**config.mk**
```make
export PLATFORM = sky130hd
export DESIGN_NAME = iopfm_top
export DESIGN_NICKNAME = d
export VERILOG_FILES = /design/src/hw/iopfm_pkg.sv /design/src/hw/iopfm_filt.sv /design/src/hw/iopfm_edge.sv /design/src/hw/iopfm_top.sv
export SDC_FILE = /design/constraint.sdc
export NUM_CORES = 1
export LEC_CHECK = 0
export ABC_AREA = 1
export BUFFER_PORTS_ARGS = -buffer_cell sky130_fd_sc_hd__buf_2
export CORE_UTILIZATION = 45
export CTS_BUF_LIST = sky130_fd_sc_hd__clkbuf_4
export DETAILED_ROUTE_END_ITERATION = 8
export PLACE_DENSITY_LB_ADDON = 0.12
export SLEW_MARGIN = 20
export SYNTH_ARGS = -nofsm -noshare
export SYNTH_HDL_FRONTEND = slang
export SYNTH_SLANG_ARGS = --single-unit
```
**constraint.sdc**
```tcl
create_clock -name aclk -period 3 [get_ports aclk]
set_input_delay 0.6 -clock aclk [delete_from_list [all_inputs] [get_ports aclk]]
set_output_delay 0.6 -clock aclk [all_outputs]
set_load 0.1 [all_outputs]
```
**src/hw/iopfm_pkg.sv**
```systemverilog
// Constants, register map and field layouts of the I/O port function mux.
// Assumes a single 200 MHz clock and an AXI4-Lite master with 32-bit data.
`default_nettype none
package iopfm_pkg;
   localparam int NPIN = 64;
   localparam int NIRQ = 6;
   localparam int NDMA = 4;
   localparam int NTMR = 6;
   // Byte addresses
   localparam logic [31:0] ADDR_DIR_LO = 32'hF0030000;
   localparam logic [31:0] ADDR_DIR_HI = 32'hF0030004;
   localparam logic [31:0] ADDR_FSEL_LO = 32'hF0030008;
   localparam logic [31:0] ADDR_FSEL_HI = 32'hF003000C;
   localparam logic [31:0] ADDR_DMA_CFG = 32'hF0030010;
   localparam logic [31:0] ADDR_IRQ_CFG = 32'hF0030014;
   localparam logic [31:0] ADDR_IRQ_PEND = 32'hF0030018;
   localparam logic [31:0] ADDR_DATA_LO = 32'hF003001C;
   localparam logic [31:0] ADDR_DATA_HI = 32'hF0030020;
   localparam logic [31:0] ADDR_DRV_LO = 32'hF0030024;
   localparam logic [31:0] ADDR_DRV_HI = 32'hF0030028;
   localparam logic [31:0] ADDR_IRQ_MASK = 32'hF003002C;
   // Register indices from the decoder
   localparam logic [3:0] RI_DIR_LO = 4'h0;
   localparam logic [3:0] RI_DIR_HI = 4'h1;
   localparam logic [3:0] RI_FSEL_LO = 4'h2;
   localparam logic [3:0] RI_FSEL_HI = 4'h3;
   localparam logic [3:0] RI_DMA_CFG = 4'h4;
   localparam logic [3:0] RI_IRQ_CFG = 4'h5;
   localparam logic [3:0] RI_IRQ_PEND = 4'h6;
   localparam logic [3:0] RI_DATA_LO = 4'h7;
   localparam logic [3:0] RI_DATA_HI = 4'h8;
   localparam logic [3:0] RI_DRV_LO = 4'h9;
   localparam logic [3:0] RI_DRV_HI = 4'hA;
   localparam logic [3:0] RI_IRQ_MASK = 4'hB;
   localparam logic [3:0] RI_NONE = 4'hF;
   // Reset values
   localparam logic [31:0] RST_DIR_LO = 32'hF003FFFF;
   localparam logic [31:0] RST_DIR_HI = 32'h0FFFFFFF;
   localparam logic [31:0] RST_FSEL_LO = 32'h0FFFFF00;
   localparam logic [31:0] RST_FSEL_HI = 32'hFFFFFC07;
   localparam logic [31:0] RST_ZERO = 32'h00000000;
   localparam logic [31:0] DMA_CFG_BITS = 32'h00000FFF;
   localparam logic [31:0] IRQ_CFG_BITS = 32'h00FFFFFF;
   // Pin map of the dedicated functions
   localparam int PIN_IRQ0 = 0;
   localparam int PIN_TMR0 = 6;
   localparam int PIN_DMA_REQ0 = 14;
   localparam int PIN_DMA_ACK0 = 28;
   localparam int PIN_FS_RX = 35;
   localparam int PIN_FS_TX = 36;
   localparam int PIN_FS_DTR = 37;
   localparam int PIN_FS_DSR = 38;
   localparam int PIN_FS_RTS = 39;
   localparam int PIN_FS_CTS = 40;
   localparam int PIN_FS_DCD = 41;
   localparam logic [63:0] FN_AVAIL = 64'h000003F8F003CFFF;
   localparam logic [63:0] FN_IS_OUT = 64'h000000B0F0000FC0;
   localparam logic [63:0] RST_PULSE_PINS = 64'h000000000FFC0000;
   // Reset pulse on the external-reset pins
   localparam int CLK_PERIOD_NS = 5;
   localparam int RST_PULSE_NS = 1000;
   localparam logic [15:0] RST_PULSE_CYC = 16'(RST_PULSE_NS / CLK_PERIOD_NS);
   // External interrupt detection modes
   localparam logic [1:0] MODE_LEVEL = 2'h0;
   localparam logic [1:0] MODE_RISE = 2'h1;
   localparam logic [1:0] MODE_FALL = 2'h2;
   localparam logic [1:0] RESP_OKAY = 2'h0;
   localparam logic [1:0] RESP_SLVERR = 2'h2;

   typedef struct packed {
      logic [1:0] mode;
      logic act_low;
      logic filt_en;
   } iopfm_irq_cfg_t;

   typedef struct packed {
      logic [3:0] ack_low;
      logic [3:0] req_low;
      logic [3:0] filt_en;
   } iopfm_dma_cfg_t;

   typedef enum logic {RP_HIGH, RP_DONE} iopfm_rp_state_t;

   function automatic logic [31:0] iopfm_strb(input logic [31:0] old, input logic [31:0] wd,
                                              input logic [3:0] s);
      logic [31:0] r;
      r = old;
      for (int b = 0; b < 4; b++) begin
         if (s[b]) begin
            r[b*8 +: 8] = wd[b*8 +: 8];
         end
      end
      return r;
   endfunction : iopfm_strb
endpackage : iopfm_pkg
`default_nettype wire

```
**src/hw/iopfm_filt.sv**
```systemverilog
// Two-flop synchroniser for every pin plus a selectable 3-tap filter.
// Assumes raw pins are asynchronous to aclk.
`default_nettype none
module iopfm_filt
   import iopfm_pkg::*;
#(
   parameter int W = NPIN
) (
   input wire logic aclk,
   input wire logic aresetn,
   input wire logic [W-1:0] raw,
   input wire logic [W-1:0] filt_en,
   output logic [W-1:0] sync_q,
   output logic [W-1:0] filt_q
);
   logic [W-1:0] s1_r, s2_r, t1_r, t2_r, hold_r, hold_nxt, all_hi, all_lo;

   assign all_hi = s2_r & t1_r & t2_r;
   assign all_lo = ~(s2_r | t1_r | t2_r);
   // Output only moves once three samples agree
   assign hold_nxt = (hold_r & ~all_lo) | all_hi;
   assign sync_q = s2_r;
   assign filt_q = (filt_en & hold_r) | (~filt_en & s2_r);

   always_ff @(posedge aclk) begin
      if (!aresetn) begin
         s1_r <= '0;
         s2_r <= '0;
         t1_r <= '0;
         t2_r <= '0;
         hold_r <= '0;
      end else begin
         s1_r <= raw;
         s2_r <= s1_r;
         t1_r <= s2_r;
         t2_r <= t1_r;
         hold_r <= hold_nxt;
      end
   end
endmodule : iopfm_filt
`default_nettype wire

```
**src/hw/iopfm_edge.sv**
```systemverilog
// Rising and falling edge detector on already synchronised levels.
// Assumes lvl comes from flops on aclk.
`default_nettype none
module iopfm_edge
   import iopfm_pkg::*;
#(
   parameter int W = NIRQ
) (
   input wire logic aclk,
   input wire logic aresetn,
   input wire logic [W-1:0] lvl,
   output logic [W-1:0] rise,
   output logic [W-1:0] fall
);
   logic [W-1:0] prev_r;

   assign rise = lvl & ~prev_r;
   assign fall = ~lvl & prev_r;

   always_ff @(posedge aclk) begin
      if (!aresetn) begin
         prev_r <= '0;
      end else begin
         prev_r <= lvl;
      end
   end
endmodule : iopfm_edge
`default_nettype wire

```
**src/hw/iopfm_top.sv**
```systemverilog
// Operation
// - pin 14 low select bit zero gives DMA request
// - select registers choose GPIO or dedicated function
// - high select bits 3-9 pick fast UART lines
// - function pins follow DMA or interrupt config
// - switchable 3-tap filter on DMA and interrupt inputs
// - programmable polarity; software matches external signal
// - interrupts detect level, rising or falling edge
// - edge event sets pending bit until cleared
// - writing one to pending bit clears it
// - level mode passes input straight, no latching
// - data bit reads pin input, drives pin output
// - drive bit one open-drain, zero push-pull
// - direction bit one input, zero output
// - pins 18-27 pulse high after reset, then low
// Top of the 64-pin I/O function mux with its AXI4-Lite register slave.
// Assumes pins are asynchronous, function peers run on aclk.
//
// Design decision made here: register access over AXI4-Lite.
`default_nettype none
module iopfm_top
   import iopfm_pkg::*;
#(
   parameter logic [15:0] RESET_PULSE_CYC = RST_PULSE_CYC
) (
   input wire logic aclk,
   input wire logic aresetn,
   input wire logic [31:0] s_axi_awaddr,
   input wire logic [2:0] s_axi_awprot,
   input wire logic s_axi_awvalid,
   output logic s_axi_awready,
   input wire logic [31:0] s_axi_wdata,
   input wire logic [3:0] s_axi_wstrb,
   input wire logic s_axi_wvalid,
   output logic s_axi_wready,
   output logic [1:0] s_axi_bresp,
   output logic s_axi_bvalid,
   input wire logic s_axi_bready,
   input wire logic [31:0] s_axi_araddr,
   input wire logic [2:0] s_axi_arprot,
   input wire logic s_axi_arvalid,
   output logic s_axi_arready,
   output logic [31:0] s_axi_rdata,
   output logic [1:0] s_axi_rresp,
   output logic s_axi_rvalid,
   input wire logic s_axi_rready,
   input wire logic [NPIN-1:0] pin_in,
   output logic [NPIN-1:0] pin_out,
   output logic [NPIN-1:0] pin_oe_n,
   output logic [NIRQ-1:0] ext_irq_to_intc,
   output logic irq,
   output logic [NDMA-1:0] general_dma_req,
   input wire logic [NDMA-1:0] general_dma_ack,
   input wire logic [NTMR-1:0] timer_out,
   input wire logic fast_serial_transmit,
   input wire logic fast_serial_terminal_ready,
   input wire logic fast_serial_request_to_send,
   output logic fast_serial_receive,
   output logic fast_serial_set_ready,
   output logic fast_serial_clear_to_send,
   output logic fast_serial_carrier_detect
);
   function automatic logic [3:0] reg_index(input logic [31:0] a);
      logic [3:0] r;
      if (a == ADDR_DIR_LO) r = RI_DIR_LO;
      else if (a == ADDR_DIR_HI) r = RI_DIR_HI;
      else if (a == ADDR_FSEL_LO) r = RI_FSEL_LO;
      else if (a == ADDR_FSEL_HI) r = RI_FSEL_HI;
      else if (a == ADDR_DMA_CFG) r = RI_DMA_CFG;
      else if (a == ADDR_IRQ_CFG) r = RI_IRQ_CFG;
      else if (a == ADDR_IRQ_PEND) r = RI_IRQ_PEND;
      else if (a == ADDR_DATA_LO) r = RI_DATA_LO;
      else if (a == ADDR_DATA_HI) r = RI_DATA_HI;
      else if (a == ADDR_DRV_LO) r = RI_DRV_LO;
      else if (a == ADDR_DRV_HI) r = RI_DRV_HI;
      else if (a == ADDR_IRQ_MASK) r = RI_IRQ_MASK;
      else r = RI_NONE;
      return r;
   endfunction : reg_index

   // Register state
   logic [63:0] dir_r, fsel_r, data_r, drv_r;
   logic [31:0] dma_cfg_r, irq_cfg_r;
   logic [NIRQ-1:0] pend_r, mask_r, pend_nxt;
   // Bus state
   logic aw_held_r, w_held_r, bvalid_r, rvalid_r;
   logic [31:0] awaddr_r, wdata_r, rdata_r;
   logic [3:0] wstrb_r;
   logic [1:0] bresp_r, rresp_r;
   // Pin state
   logic [63:0] pin_out_r, pin_oe_n_r, pin_out_nxt, pin_oe_n_nxt;
   logic [NDMA-1:0] dma_req_r;
   logic [15:0] rp_cnt_r;
   iopfm_rp_state_t rp_state_r;

   // Field views
   iopfm_dma_cfg_t dma_cfg;
   iopfm_irq_cfg_t irq_cfg [NIRQ];
   assign dma_cfg = iopfm_dma_cfg_t'(dma_cfg_r[11:0]);
   for (genvar i = 0; i < NIRQ; i++) begin : g_cfg
      assign irq_cfg[i] = iopfm_irq_cfg_t'(irq_cfg_r[i*4 +: 4]);
   end

   // Pin input conditioning
   logic [63:0] sync_q, filt_q, filt_en;
   logic [NIRQ-1:0] irq_lvl, irq_rise, irq_fall, irq_ev, irq_fn;
   logic [NDMA-1:0] dma_fn;
   always_comb begin
      filt_en = '0;
      for (int i = 0; i < NIRQ; i++) begin
         filt_en[PIN_IRQ0 + i] = irq_cfg[i].filt_en;
      end
      filt_en[PIN_DMA_REQ0 +: NDMA] = dma_cfg.filt_en;
   end

   iopfm_filt #(.W(NPIN)) u_filt (
      .aclk(aclk),
      .aresetn(aresetn),
      .raw(pin_in),
      .filt_en(filt_en),
      .sync_q(sync_q),
      .filt_q(filt_q)
   );

   logic [63:0] fn_mode, fn_out;
   // Zero select bit picks the dedicated role on pins that have one
   assign fn_mode = FN_AVAIL & ~fsel_r;
   assign irq_fn = fn_mode[PIN_IRQ0 +: NIRQ];
   assign dma_fn = fn_mode[PIN_DMA_REQ0 +: NDMA];

   always_comb begin
      for (int i = 0; i < NIRQ; i++) begin
         irq_lvl[i] = irq_fn[i] & (filt_q[PIN_IRQ0 + i] ^ irq_cfg[i].act_low);
      end
   end

   iopfm_edge #(.W(NIRQ)) u_edge (
      .aclk(aclk),
      .aresetn(aresetn),
      .lvl(irq_lvl),
      .rise(irq_rise),
      .fall(irq_fall)
   );

   always_comb begin
      for (int i = 0; i < NIRQ; i++) begin
         irq_ev[i] = (irq_cfg[i].mode == MODE_RISE && irq_rise[i])
                  || (irq_cfg[i].mode == MODE_FALL && irq_fall[i]);
         ext_irq_to_intc[i] = (irq_cfg[i].mode == MODE_RISE || irq_cfg[i].mode == MODE_FALL)
                            ? pend_r[i] : irq_lvl[i];
      end
   end

   // Bus handshakes
   logic do_wr, rd_take;
   logic [3:0] wr_idx, rd_idx;
   logic [31:0] wd_lo, rd_mux;
   assign s_axi_awready = ~aw_held_r & ~bvalid_r;
   assign s_axi_wready = ~w_held_r & ~bvalid_r;
   assign s_axi_arready = ~rvalid_r;
   assign s_axi_bvalid = bvalid_r;
   assign s_axi_bresp = bresp_r;
   assign s_axi_rvalid = rvalid_r;
   assign s_axi_rdata = rdata_r;
   assign s_axi_rresp = rresp_r;
   assign do_wr = aw_held_r & w_held_r & ~bvalid_r;
   assign rd_take = s_axi_arvalid & ~rvalid_r;
   assign wr_idx = reg_index(awaddr_r);
   assign rd_idx = reg_index(s_axi_araddr);

   // Pending: write-one clears, a new edge in the same cycle wins
   logic [NIRQ-1:0] pend_clr;
   assign wd_lo = iopfm_strb(RST_ZERO, wdata_r, wstrb_r);
   assign pend_clr = (do_wr && wr_idx == RI_IRQ_PEND) ? wd_lo[NIRQ-1:0] : '0;
   assign pend_nxt = (pend_r & ~pend_clr) | irq_ev;
   assign irq = |(pend_r & mask_r);

   // Input pins read back the sampled level, output pins the latch
   logic [63:0] data_rd;
   assign data_rd = (dir_r & sync_q) | (~dir_r & data_r);

   always_comb begin
      if (rd_idx == RI_DIR_LO) rd_mux = dir_r[31:0];
      else if (rd_idx == RI_DIR_HI) rd_mux = dir_r[63:32];
      else if (rd_idx == RI_FSEL_LO) rd_mux = fsel_r[31:0];
      else if (rd_idx == RI_FSEL_HI) rd_mux = fsel_r[63:32];
      else if (rd_idx == RI_DMA_CFG) rd_mux = dma_cfg_r;
      else if (rd_idx == RI_IRQ_CFG) rd_mux = irq_cfg_r;
      else if (rd_idx == RI_IRQ_PEND) rd_mux = {26'h0000000, pend_r};
      else if (rd_idx == RI_DATA_LO) rd_mux = data_rd[31:0];
      else if (rd_idx == RI_DATA_HI) rd_mux = data_rd[63:32];
      else if (rd_idx == RI_DRV_LO) rd_mux = drv_r[31:0];
      else if (rd_idx == RI_DRV_HI) rd_mux = drv_r[63:32];
      else if (rd_idx == RI_IRQ_MASK) rd_mux = {26'h0000000, mask_r};
      else rd_mux = RST_ZERO;
   end

   // Dedicated output values
   always_comb begin
      fn_out = '0;
      fn_out[PIN_TMR0 +: NTMR] = timer_out;
      fn_out[PIN_DMA_ACK0 +: NDMA] = general_dma_ack ^ dma_cfg.ack_low;
      fn_out[PIN_FS_TX] = fast_serial_transmit;
      fn_out[PIN_FS_DTR] = fast_serial_terminal_ready;
      fn_out[PIN_FS_RTS] = fast_serial_request_to_send;
   end

   // Pin drive: value, enable and pad type
   logic [63:0] gpio_val, pin_val, want_drive;
   assign gpio_val = (rp_state_r == RP_HIGH) ? (data_r | RST_PULSE_PINS) : data_r;
   assign pin_val = (fn_mode & fn_out) | (~fn_mode & gpio_val);
   assign want_drive = (fn_mode & FN_IS_OUT) | (~fn_mode & ~dir_r);
   assign pin_oe_n_nxt = ~(want_drive & (~drv_r | ~pin_val));
   assign pin_out_nxt = pin_val & ~drv_r;
   assign pin_out = pin_out_r;
   assign pin_oe_n = pin_oe_n_r;
   assign general_dma_req = dma_req_r;
   // Idle level on deselected inbound UART lines
   assign fast_serial_receive = ~fn_mode[PIN_FS_RX] | sync_q[PIN_FS_RX];
   assign fast_serial_set_ready = ~fn_mode[PIN_FS_DSR] | sync_q[PIN_FS_DSR];
   assign fast_serial_clear_to_send = ~fn_mode[PIN_FS_CTS] | sync_q[PIN_FS_CTS];
   assign fast_serial_carrier_detect = ~fn_mode[PIN_FS_DCD] | sync_q[PIN_FS_DCD];

   // Bus channel state
   always_ff @(posedge aclk) begin
      if (!aresetn) begin
         aw_held_r <= 1'b0;
         w_held_r <= 1'b0;
         bvalid_r <= 1'b0;
         bresp_r <= RESP_OKAY;
         awaddr_r <= RST_ZERO;
         wdata_r <= RST_ZERO;
         wstrb_r <= 4'h0;
      end else begin
         if (s_axi_awvalid && s_axi_awready) begin
            aw_held_r <= 1'b1;
            awaddr_r <= s_axi_awaddr;
         end else if (do_wr) begin
            aw_held_r <= 1'b0;
         end
         if (s_axi_wvalid && s_axi_wready) begin
            w_held_r <= 1'b1;
            wdata_r <= s_axi_wdata;
            wstrb_r <= s_axi_wstrb;
         end else if (do_wr) begin
            w_held_r <= 1'b0;
         end
         if (do_wr) begin
            bvalid_r <= 1'b1;
            bresp_r <= (wr_idx == RI_NONE) ? RESP_SLVERR : RESP_OKAY;
         end else if (s_axi_bready) begin
            bvalid_r <= 1'b0;
         end
      end
   end

   always_ff @(posedge aclk) begin
      if (!aresetn) begin
         rvalid_r <= 1'b0;
         rdata_r <= RST_ZERO;
         rresp_r <= RESP_OKAY;
      end else if (rd_take) begin
         rvalid_r <= 1'b1;
         rdata_r <= rd_mux;
         rresp_r <= (rd_idx == RI_NONE) ? RESP_SLVERR : RESP_OKAY;
      end else if (s_axi_rready) begin
         rvalid_r <= 1'b0;
      end
   end

   // Software registers
   always_ff @(posedge aclk) begin
      if (!aresetn) begin
         dir_r <= {RST_DIR_HI, RST_DIR_LO};
         fsel_r <= {RST_FSEL_HI, RST_FSEL_LO};
         dma_cfg_r <= RST_ZERO;
         irq_cfg_r <= RST_ZERO;
         data_r <= '0;
         drv_r <= '0;
         mask_r <= '0;
      end else if (do_wr) begin
         if (wr_idx == RI_DIR_LO) dir_r[31:0] <= iopfm_strb(dir_r[31:0], wdata_r, wstrb_r);
         if (wr_idx == RI_DIR_HI) dir_r[63:32] <= iopfm_strb(dir_r[63:32], wdata_r, wstrb_r);
         if (wr_idx == RI_FSEL_LO) fsel_r[31:0] <= iopfm_strb(fsel_r[31:0], wdata_r, wstrb_r);
         if (wr_idx == RI_FSEL_HI) fsel_r[63:32] <= iopfm_strb(fsel_r[63:32], wdata_r, wstrb_r);
         if (wr_idx == RI_DMA_CFG) dma_cfg_r <= DMA_CFG_BITS & iopfm_strb(dma_cfg_r, wdata_r, wstrb_r);
         if (wr_idx == RI_IRQ_CFG) irq_cfg_r <= IRQ_CFG_BITS & iopfm_strb(irq_cfg_r, wdata_r, wstrb_r);
         if (wr_idx == RI_DATA_LO) data_r[31:0] <= iopfm_strb(data_r[31:0], wdata_r, wstrb_r);
         if (wr_idx == RI_DATA_HI) data_r[63:32] <= iopfm_strb(data_r[63:32], wdata_r, wstrb_r);
         if (wr_idx == RI_DRV_LO) drv_r[31:0] <= iopfm_strb(drv_r[31:0], wdata_r, wstrb_r);
         if (wr_idx == RI_DRV_HI) drv_r[63:32] <= iopfm_strb(drv_r[63:32], wdata_r, wstrb_r);
         if (wr_idx == RI_IRQ_MASK) mask_r <= wd_lo[NIRQ-1:0];
      end
   end

   // Pins, DMA requests and pending bits
   always_ff @(posedge aclk) begin
      if (!aresetn) begin
         pend_r <= '0;
         dma_req_r <= '0;
         pin_out_r <= RST_PULSE_PINS;
         pin_oe_n_r <= ~RST_PULSE_PINS;
      end else begin
         pend_r <= pend_nxt;
         dma_req_r <= dma_fn & (filt_q[PIN_DMA_REQ0 +: NDMA] ^ dma_cfg.req_low);
         pin_out_r <= pin_out_nxt;
         pin_oe_n_r <= pin_oe_n_nxt;
      end
   end

   // External-reset pulse timer
   always_ff @(posedge aclk) begin
      if (!aresetn) begin
         rp_state_r <= RP_HIGH;
         rp_cnt_r <= RESET_PULSE_CYC;
      end else begin
         case (rp_state_r)
            RP_HIGH: begin
               if (rp_cnt_r <= 16'h0001) begin
                  rp_state_r <= RP_DONE;
               end
               rp_cnt_r <= rp_cnt_r - 16'h0001;
            end
            default: begin
               rp_cnt_r <= 16'h0000;
            end
         endcase
      end
   end
endmodule : iopfm_top
`default_nettype wire

```
# After elaboration in Yosys (flattened, before gate mapping)

Cells that the tools add are included.

Bits in registers: 887
Input port bits: 190
Output and inout port bits: 184
Word-level logic and storage cells: 323

Add/subtract/negate cells: 1
Magnitude comparators: 1
Eq/ne operators: 60
Mux-type cells: 57
Bitwise logic cells: 70
Reductions and logical operators: 73

Operators with widths:

| kind                 | number |
|---|---|
| $eq 32x32->1 const B | 24 |
| $and 64x64->64       | 9 |
| $not 64->64          | 6 |
| $mux 32              | 11 |
| $or 64x64->64        | 5 |
| $reduce_and 3->1     | 37 |
| $mux 4               | 16 |
| $not 42->64          | 1 |
| $or 40x64->64        | 1 |
| $or 42x64->64        | 1 |
| $and 42x40->42       | 1 |
| $not 42->42          | 1 |
| $eq 4x4->1 const B   | 10 |
| $and 18x18->18       | 2 |
| $eq 4x3->1 const B   | 8 |
| $mux 28              | 1 |
| $and 6x6->6          | 4 |
| $mux 3               | 8 |
| $mux 6               | 3 |
| $not 18->18          | 1 |
| $not 6->6            | 3 |
| $or 18x18->18        | 1 |
| $eq 4x2->1 const B   | 4 |
| $le 16x1->1 const B  | 1 |
| other kinds (21)     | 103 |

# Depth between registers and ports, before layout

Gate-level depths: netlist of the first run.

Depth in word-level cells: 26
Mapped depth: 19

# Hierarchy

A second synthesis of the first run with hierarchy kept.

Cells, all modules: 4413
Area, all modules: 34780.9 µm²

Modules (own cells, without submodules):

| module     | instances | cells each | area each (µm²) | sequential area each (µm²) |
|---|---|---|---|---|
| iopfm_top  | 1         | 2990       | 23757.8         | 11190.7 |
| iopfm_filt | 1         | 1381       | 10767.8         | 6406.1 |
| iopfm_edge | 1         | 42         | 255.2           | 120.1 |

# Least setup slack after synthesis of the first run

No wires, ideal clock.

Kind: register to register
From: register bvalid_r (netlist: s_axi_bvalid)
To: register awaddr_r[28]
Arrival time: 3121 ps
Data required time: 2935 ps
Slack: -186 ps
Stages on the path, launching flop included: 7
Buffers on the path: 1
Clock period less this slack: 3186 ps
Cells stage by stage: dfxtp_1 > nor2_1 > nand2_1 > inv_1 > buf_1 > nor2_1 > nor2_1

Word-level cells in the longest chain between the ends: 3

RTL lines:

| item                     | line             | text |
|---|---|---|
| start: declaration       | iopfm_top.sv:86  | `logic aw_held_r, w_held_r, bvalid_r, rvalid_r;` |
| start signal: assignment | iopfm_top.sv:229 | `bvalid_r <= 1'b0;` |
| start signal: assignment | iopfm_top.sv:249 | `bvalid_r <= 1'b1;` |
| start signal: assignment | iopfm_top.sv:252 | `bvalid_r <= 1'b0;` |
| $not 1->1                | iopfm_top.sv:158 | `assign s_axi_awready = ~aw_held_r & ~bvalid_r;` |
| $and 1x1->1              | iopfm_top.sv:158 |  |
| named net s_axi_awready  | iopfm_top.sv:31  | `output logic s_axi_awready,` |
| $logic_and 1x1->1        | iopfm_top.sv:235 | `if (s_axi_awvalid && s_axi_awready) begin` |
| end signal: assignment   | iopfm_top.sv:237 | `awaddr_r <= s_axi_awaddr;` |
| end: declaration         | iopfm_top.sv:87  | `logic [31:0] awaddr_r, wdata_r, rdata_r;` |

The timed path passes the listed nets, and every way through them passes these cells.
A chain may end at the register's enable or synchronous reset.

# Worst setup path in the final report of the first run

From: register irq_cfg_r[4]
To: output port ext_irq_to_intc[1]

Word-level cells in the longest chain between the ends: 6
Elaborated cells between the ends (all ways): 7
Those cells by class: mux: 1; bitwise: 6

RTL lines:

| item                     | line             | text |
|---|---|---|
| start: declaration       | iopfm_top.sv:83  | `logic [31:0] dma_cfg_r, irq_cfg_r;` |
| start signal: assignment | iopfm_top.sv:287 | `if (wr_idx == RI_IRQ_CFG) irq_cfg_r <= IRQ_CFG_BITS & iopfm_strb(irq_cfg_r, wdata_r, wstrb_r);` |
| $not 18->18              | iopfm_filt.sv:23 | `assign filt_q = (filt_en & hold_r) \| (~filt_en & s2_r);` |
| $and 18x18->18           | iopfm_filt.sv:23 |  |
| $or 18x18->18 (*)        | iopfm_filt.sv:23 |  |
| $xor 1x1->1 (*)          | iopfm_top.sv:133 | `irq_lvl[i] = irq_fn[i] & (filt_q[PIN_IRQ0 + i] ^ irq_cfg[i].act_low);` |
| $and 1x1->1 (*)          | iopfm_top.sv:133 |  |
| $mux 1 (*)               | iopfm_top.sv:150 | `? pend_r[i] : irq_lvl[i];` |
| end: declaration         | iopfm_top.sv:50  | `output logic [NIRQ-1:0] ext_irq_to_intc,` |

Every way passes the cells marked *; elsewhere a longest branch is shown, timed or not.

==> results.yml, run 1 <==
run_status:
  status: "complete, no violations"
pwr:
  power.switching_mw: 5.120
  power_frac_comb_pct: 7.3
  peakVddDrop_mv: 0.3320
  power_frac_seq_pct: 50.3
  p_leak_nw: 15.88
  switching_share_pct: 25.97
  p_int_mw: 14.60
  power.density_mw_per_mm2: 558.7
  clock_power_share_pct: 42.4
clock_tree:
  cts_buffers: 184
  cts_tree: "built"
  clkTransAtPathRegs_ns: 0.07
  insertion_delay_ns: 1.08
  root_buffer: "clkbuf_4"
  clockBufferDepth: 3
  cts.sinks: 723
  htreeDepth: 4
synthesis:
  synth_seq_cells: 723
  synth_edf_count: 0
  synthAdderAreaFrac_pct: 0.6165
  synth_top_area_share_pct: 50.94
  netlist_instances: 3586
  yosysUniqueCellTypes: 53
  synth-simple-area-share_pct: 23.11
  syn-mean-instance-area_um2: 7.923
  synth-compound-area-share_pct: 15.99
  yosysWarnings: 0
  synthFlopType: "dfxtp_1"
  yosysSeqAreaShare_pct: 50.94
  synthMuxAreaShare_pct: 0.2906
  yosys.area.top_type: "dfxtp_1"
  ys_async_sr_fraction_pct: 0
  synthTopCellsByArea: "dfxtp_1, nand2_1, nor2_1"
  synth_xor_area_share_pct: 0.2158
  syn-cell-area_mm2: 0.02841
  synth_top_family_by_area: "simple AND/OR/NAND/NOR gates"
sta:
  max_freq_ghz: 0.3412
  finalSetupViolations: 0
  tightest_slew_ns: 0.7801
  period_minus_slack_ns: 2.931
  hold_viol_final: 0
  drv_slew: 0
  layout_worst_path_cycle_share_pct: 97.69
  clock_skew_ns: 0.06312
  setup_slack_ns: 0.06925
  slew_headroom_pct: 47.94
floorplanning:
  initial_core_util_pct: 45.79
  fp-row-count: 91
  num_io_pins: 374
  die_h_um: 253.3
  core_area_mm2: 0.06205
  die-area_mm2: 0.06415
  die_w_um: 253.3
setup_path:
  crit_path_cell_trace: "nand2_1, o21ai_1, inv_1, a21oi_2, o21ai_2, a21oi_4, buf_12"
  cp_top_family: "compound AO/OA/AOI/OAI gates"
  path_class: "reg2out"
  max_stage_delay_ns: 0.37
  worstPathRequired_ns: 2.40
  crit_path_end_kind: "output port"
  worstPathArrival_ns: 2.33
  critPathSlowestCell: "dfxtp_1"
  critPathBufInv: 2
  cp-start-kind: "flop"
  cp_max_fo: 4
cells_and_area:
  fillers: 5902
  syn2layout_area_growth_pct: 24.21
  nets: 4383
  post_route_cells_drive_above_1_share_pct: 20.00
  layout.cells.non_filler: 5154
route:
  drc_errors: 0
  vias: 26230
  final_antenna_net_count: 0
  wirelength_mm: 91.89
  routedWlPerCell_um: 17.83
  drt-initial-drc-count: 1599
  first_pass_iters: 5
  vias_per_cell: 5.089
placed_design:
  dp_hpwl_mm: 64.11
  dp_cells: 4656
  port_buffers: 365
  place.gp.congestion: 0.9023
  place_ws_ns: 0.2236
global_routing:
  overflow: 0
  grt_pass1_vias: 25060
  grt_pass1_wl_mm: 139.7
  grt.total_usage_pct: 28.63
  antenna_found_initial: 3
  grt_max_degree: 98
flow_run:
  timing.max_cap.violations: 0
hold_path:
  hold_path_class: "in2reg"
final cells by class:
class | instances | area [µm²] | area share, %
clock inverter | 49 | 306.5 | 0.8686
multi-input combinational | 2256 | 11630 | 32.95
sequential | 723 | 14500 | 41.08
timing repair buffer | 592 | 4194 | 11.88
inverter | 422 | 1592 | 4.510
tap | 837 | 1047 | 2.967
clock buffer | 267 | 2004 | 5.680
antenna | 8 | 20.02 | 0.05673
worst min-delay path, delay by kind of cell:
family / cells / cell delay, ns
simple gates: 1 / 0.09
compound gates: 1 / 0.26
buf+inv: 1 / 0.11
sequential cells by signal, summed over array words and instances, names as in the netlist, 16 cells and up:
register	cells
dir_r	64
rp_cnt_r	16
wdata_r	32
drv_r	64
data_r	64
awaddr_r	32
irq_cfg_r	24
fsel_r	64
s_axi_rdata	32
pin_out	64
u_filt.s1_r	64
u_filt.sync_q	64
pin_oe_n	64
metrics by stage:
step / utilization [%] / hold WS [ns] / instance area [µm²] / TNS [ns] / power, mW
finish: 56.87 / 0.09623 / 35290 / 0 / 19.72
CTS: 56.71 / 0.01556 / 35190 / 0 / 19.89
detailed placement: 49.86 / 0.3953 / 30940 / 0 / 11.37
floorplan: - / 0.3905 / 28420 / -9.683 / 10.91
global route: 56.87 / 0.02572 / 35290 / -0.1715 / 20.55
global placement: 49.86 / 0.3936 / 30940 / 0 / 11.36
per-layer routing:
| layer | part of all wire [%] | vias to the layer above | track usage [%] |
|---|---|---|---|
| met1 | 41 | 12180 | 33.18 |
| met4 | 3.7 | 0 | 13.65 |
| met5 | 0 | - | 0 |
| met3 | 5.8 | 182 | 5.777 |
| met2 | 50 | 769 | 50.28 |
| li1 | - | 13100 | - |
synth_stat cells, types with 28 or more instances:
cell	count
a211oi_1	197
a21oi_1	125
buf_2	36
buf_4	28
clkbuf_1	103
dfxtp_1	723
inv_1	391
nand2_1	722
nand3_1	127
nand4_1	40
nor2_1	463
nor3_1	70
o211ai_1	134
o21ai_0	174
power groups by stage:
stage	clock network (mW)	logic (mW)	registers (mW)
2_1_floorplan	0	0.678	10.2
3_3_place_gp	0	1.24	10.1
3_5_place_dp	0	1.24	10.1
4_1_cts	8.53	1.44	9.91
5_1_grt	9.06	1.57	9.93
6_report	8.35	1.45	9.91
placed cells by master, fill, tap and decap left out, types with 40 or more instances in the layout:
| master | Yosys | routed |
|---|---|---|
| o211ai_1 | 134 | 134 |
| o21ai_0 | 174 | 163 |
| a211oi_1 | 197 | 197 |
| dlygate4sd3_1 | 0 | 164 |
| nor3_1 | 70 | 70 |
| a21oi_1 | 125 | 114 |
| clkbuf_4 | 0 | 267 |
| inv_1 | 391 | 389 |
| buf_4 | 28 | 52 |
| nand4_1 | 40 | 40 |
| buf_2 | 36 | 357 |
| dfxtp_1 | 723 | 708 |
| clkinv_1 | 12 | 43 |
| nand3_1 | 127 | 127 |
| nor2_1 | 463 | 463 |
| nand2_1 | 722 | 718 |
timing repair:
item | 4_1_cts | 5_1_grt
setup buffers | 7 | 3
setup endpoints to repair | 6 | 6
endpoints found under the hold margin | 177 | 0
resized for setup | 78 | 10
hold buffers | 164 | 0
pin swaps | 9 | 7
path summary, 6_finish.rpt:
check	from	endpoint	slack, ns	cells past startpoint
worst max-delay path	irq_cfg_r[4]$_SDFFE_PN0P_	ext_irq_to_intc[1]	0.07	7
worst max register to register	awaddr_r[12]$_SDFFE_PN0P_	fsel_r[42]$_SDFFE_PN1P_	0.35	9
worst min-delay path	timer_out[0]	pin_out[6]$_SDFF_PN0_	0.1	3
worst min register to register	u_filt.s1_r[21]$_SDFF_PN0_	u_filt.sync_q[21]$_SDFF_PN0_	0.41	2
cell families after synthesis:
logic type,after synthesis
buffers and inverters,608
and+or+nand+nor,1515
xor gates and xnor gates,7
muxes,8
adders and majority gates,14
AOI/OAI and AO/OA,710
other,1
DFF,723
Power figures use the tool's default switching activity.
==> inputs of run 2 (changes only) <==
--- a/config.mk
+++ b/config.mk
@@ -10,6 +10,7 @@
 export CORE_UTILIZATION = 45
 export CTS_BUF_LIST = sky130_fd_sc_hd__clkbuf_4
 export DETAILED_ROUTE_END_ITERATION = 8
+export MAX_ROUTING_LAYER = met4
 export PLACE_DENSITY_LB_ADDON = 0.12
 export SLEW_MARGIN = 20
 export SYNTH_ARGS = -nofsm -noshare
==> run 2 against run 1 <==
Effect of this change:
- sequential share of layout area unchanged
- total power about the same
- setup slack lost 0.0034 ns
- first-iteration DRC count up 4.6%
- clock skew down 0.0050 ns
- clock power about the same
==> results.yml, run 2 (synthesis results as in run 1) <==
sta:
  drv_slew: 0
  max_freq_ghz: 0.3408
  finalSetupViolations: 0
  rsz0062_at_grt: "true"
  clock_skew_ns: 0.05811
  hold_viol_final: 0
  period_minus_slack_ns: 2.934
  setup_slack_ns: 0.06588
  tightest_slew_ns: 0.7938
  fin_hold_ws_ns: 0.07998
  setup_tns_ns: 0
  slew_headroom_pct: 47.02
  layout_worst_path_cycle_share_pct: 97.80
pwr:
  power.switching_mw: 5.116
  total_power_mw: 19.71
  p_leak_nw: 15.88
  peakVddDrop_mv: 0.3331
  clock_power_share_pct: 42.4
  power_frac_comb_pct: 7.4
  power_frac_seq_pct: 50.3
  p_int_mw: 14.60
  switching_share_pct: 25.95
  power.density_mw_per_mm2: 558.6
floorplanning:
  die_w_um: 253.3
  die_h_um: 253.3
  die-area_mm2: 0.06415
  initial_core_util_pct: 45.79
  fp-row-count: 91
  num_io_pins: 374
  core_area_mm2: 0.06205
cells_and_area:
  post_route_cells_drive_above_1_share_pct: 20.00
  final_common_cell: "nand2_1"
  layout.cells.non_filler: 5154
  final_cell_mix: "nand2_1, dfxtp_1, nor2_1, inv_1, buf_2"
  nets: 4383
  fin_util_pct: 56.87
  syn2layout_area_growth_pct: 24.21
  final_area_mm2: 0.03529
run_status:
  status: "complete, no violations"
placed_design:
  dpl_cell_area_mm2: 0.03094
  place.gp.congestion: 0.9189
  dp_hpwl_mm: 64.11
  port_buffers: 365
  place_ws_ns: 0.2236
  dp_cells: 4656
setup_path:
  worstPathArrival_ns: 2.33
  worstPathRequired_ns: 2.40
  path_class: "reg2out"
  crit_path_end_kind: "output port"
  cp-start-kind: "flop"
  cp_max_fo: 4
  max_stage_delay_ns: 0.41
  critPathSlowestCell: "dfxtp_4"
  crit_path_cell_trace: "nand2_4, o21ai_4, inv_2, a21oi_2, o21ai_2, a21oi_4, buf_12"
flow_run:
  timing.max_cap.violations: 0
clock_tree:
  cts_tree: "built"
  root_buffer: "clkbuf_4"
  clkTransAtPathRegs_ns: 0.07
  insertion_delay_ns: 1.08
  htreeDepth: 4
  cts.sinks: 723
  clockBufferDepth: 3
  cts_buffers: 184
route:
  drc_errors: 0
  first_pass_iters: 5
  drt-initial-drc-count: 1673
  final_antenna_net_count: 0
  wirelength_mm: 91.79
  vias_per_cell: 5.066
  routedWlPerCell_um: 17.81
  vias: 26110
global_routing:
  overflow: 0
  grt_pass1_wl_mm: 139.9
  use_met1_pct: 33.55
  grt.met2_usage_pct: 50.35
  grt_pass1_vias: 24980
  use_met3_pct: 5.572
  busiest_layer: "met2"
  grt_max_degree: 98
  grt.total_usage_pct: 29.52
  antenna_found_initial: 3
hold_path:
  hold_path_class: "in2reg"
-- run 2: cell counts in the layout (fill, tap and decap cells not counted) --
Identical to the previous run, type by type.
-- run 2: layout make-up --
| class | count | area (µm²) |
|---|---|---|
| flip-flops and latches | 723 | 14500 |
| fillers | 5902 | 26760 |
| diodes | 8 | 20.02 |
| clock inverters | 49 | 306.5 |
| well taps | 837 | 1047 |
| clock buffers | 267 | 2004 |
| repair buffers | 592 | 4194 |
| multi-input cells | 2256 | 11630 |
| inverters | 422 | 1592 |
-- run 2: timing repair --
item                                   4_1_cts  5_1_grt
pin swaps                                    9        7
gates resized for setup                     78       10
setup endpoints to repair                    6        6
hold buffers                               164        0
setup buffers                                7        3
endpoints found under the hold margin      177        0
-- run 2: path summary, 6_finish.rpt --
path / startpoint / endpoint / slack (ns) / cells past startpoint
worst max register to register: awaddr_r[12]$_SDFFE_PN0P_ / mask_r[2]$_SDFFE_PN0P_ / 0.37 / 10
worst max-delay path: irq_cfg_r[20]$_SDFFE_PN0P_ / ext_irq_to_intc[5] / 0.07 / 7
worst min register to register: u_filt.s1_r[14]$_SDFF_PN0_ / u_filt.sync_q[14]$_SDFF_PN0_ / 0.41 / 2
worst min-delay path: timer_out[0] / pin_out[6]$_SDFF_PN0_ / 0.08 / 3
-- run 2: power by group through the flow --
| stage | Clock (mW) | Combinational, mW | Sequential (mW) |
|---|---|---|---|
| 2_1_floorplan | 0 | 0.678 | 10.2 |
| 3_3_place_gp | 0 | 1.24 | 10.1 |
| 3_5_place_dp | 0 | 1.24 | 10.1 |
| 4_1_cts | 8.53 | 1.44 | 9.91 |
| 5_1_grt | 9.07 | 1.57 | 9.93 |
| 6_report | 8.35 | 1.45 | 9.91 |
-- run 2: routing by layer --
metal,share of wire (%),wire [µm]
met5,0,0
met2,50,45880
met3,5.6,5140
met1,41,37440
met4,3.6,3334
-- run 2: worst max-delay path: cells and delay by family (launching register included) --
family / cells / cell delay, ns
DFF: 1 / 0.41
buffers and inverters: 2 / 0.27
AOI/OAI and AO/OA: 4 / 0.52
and+or+nand+nor: 1 / 0.06
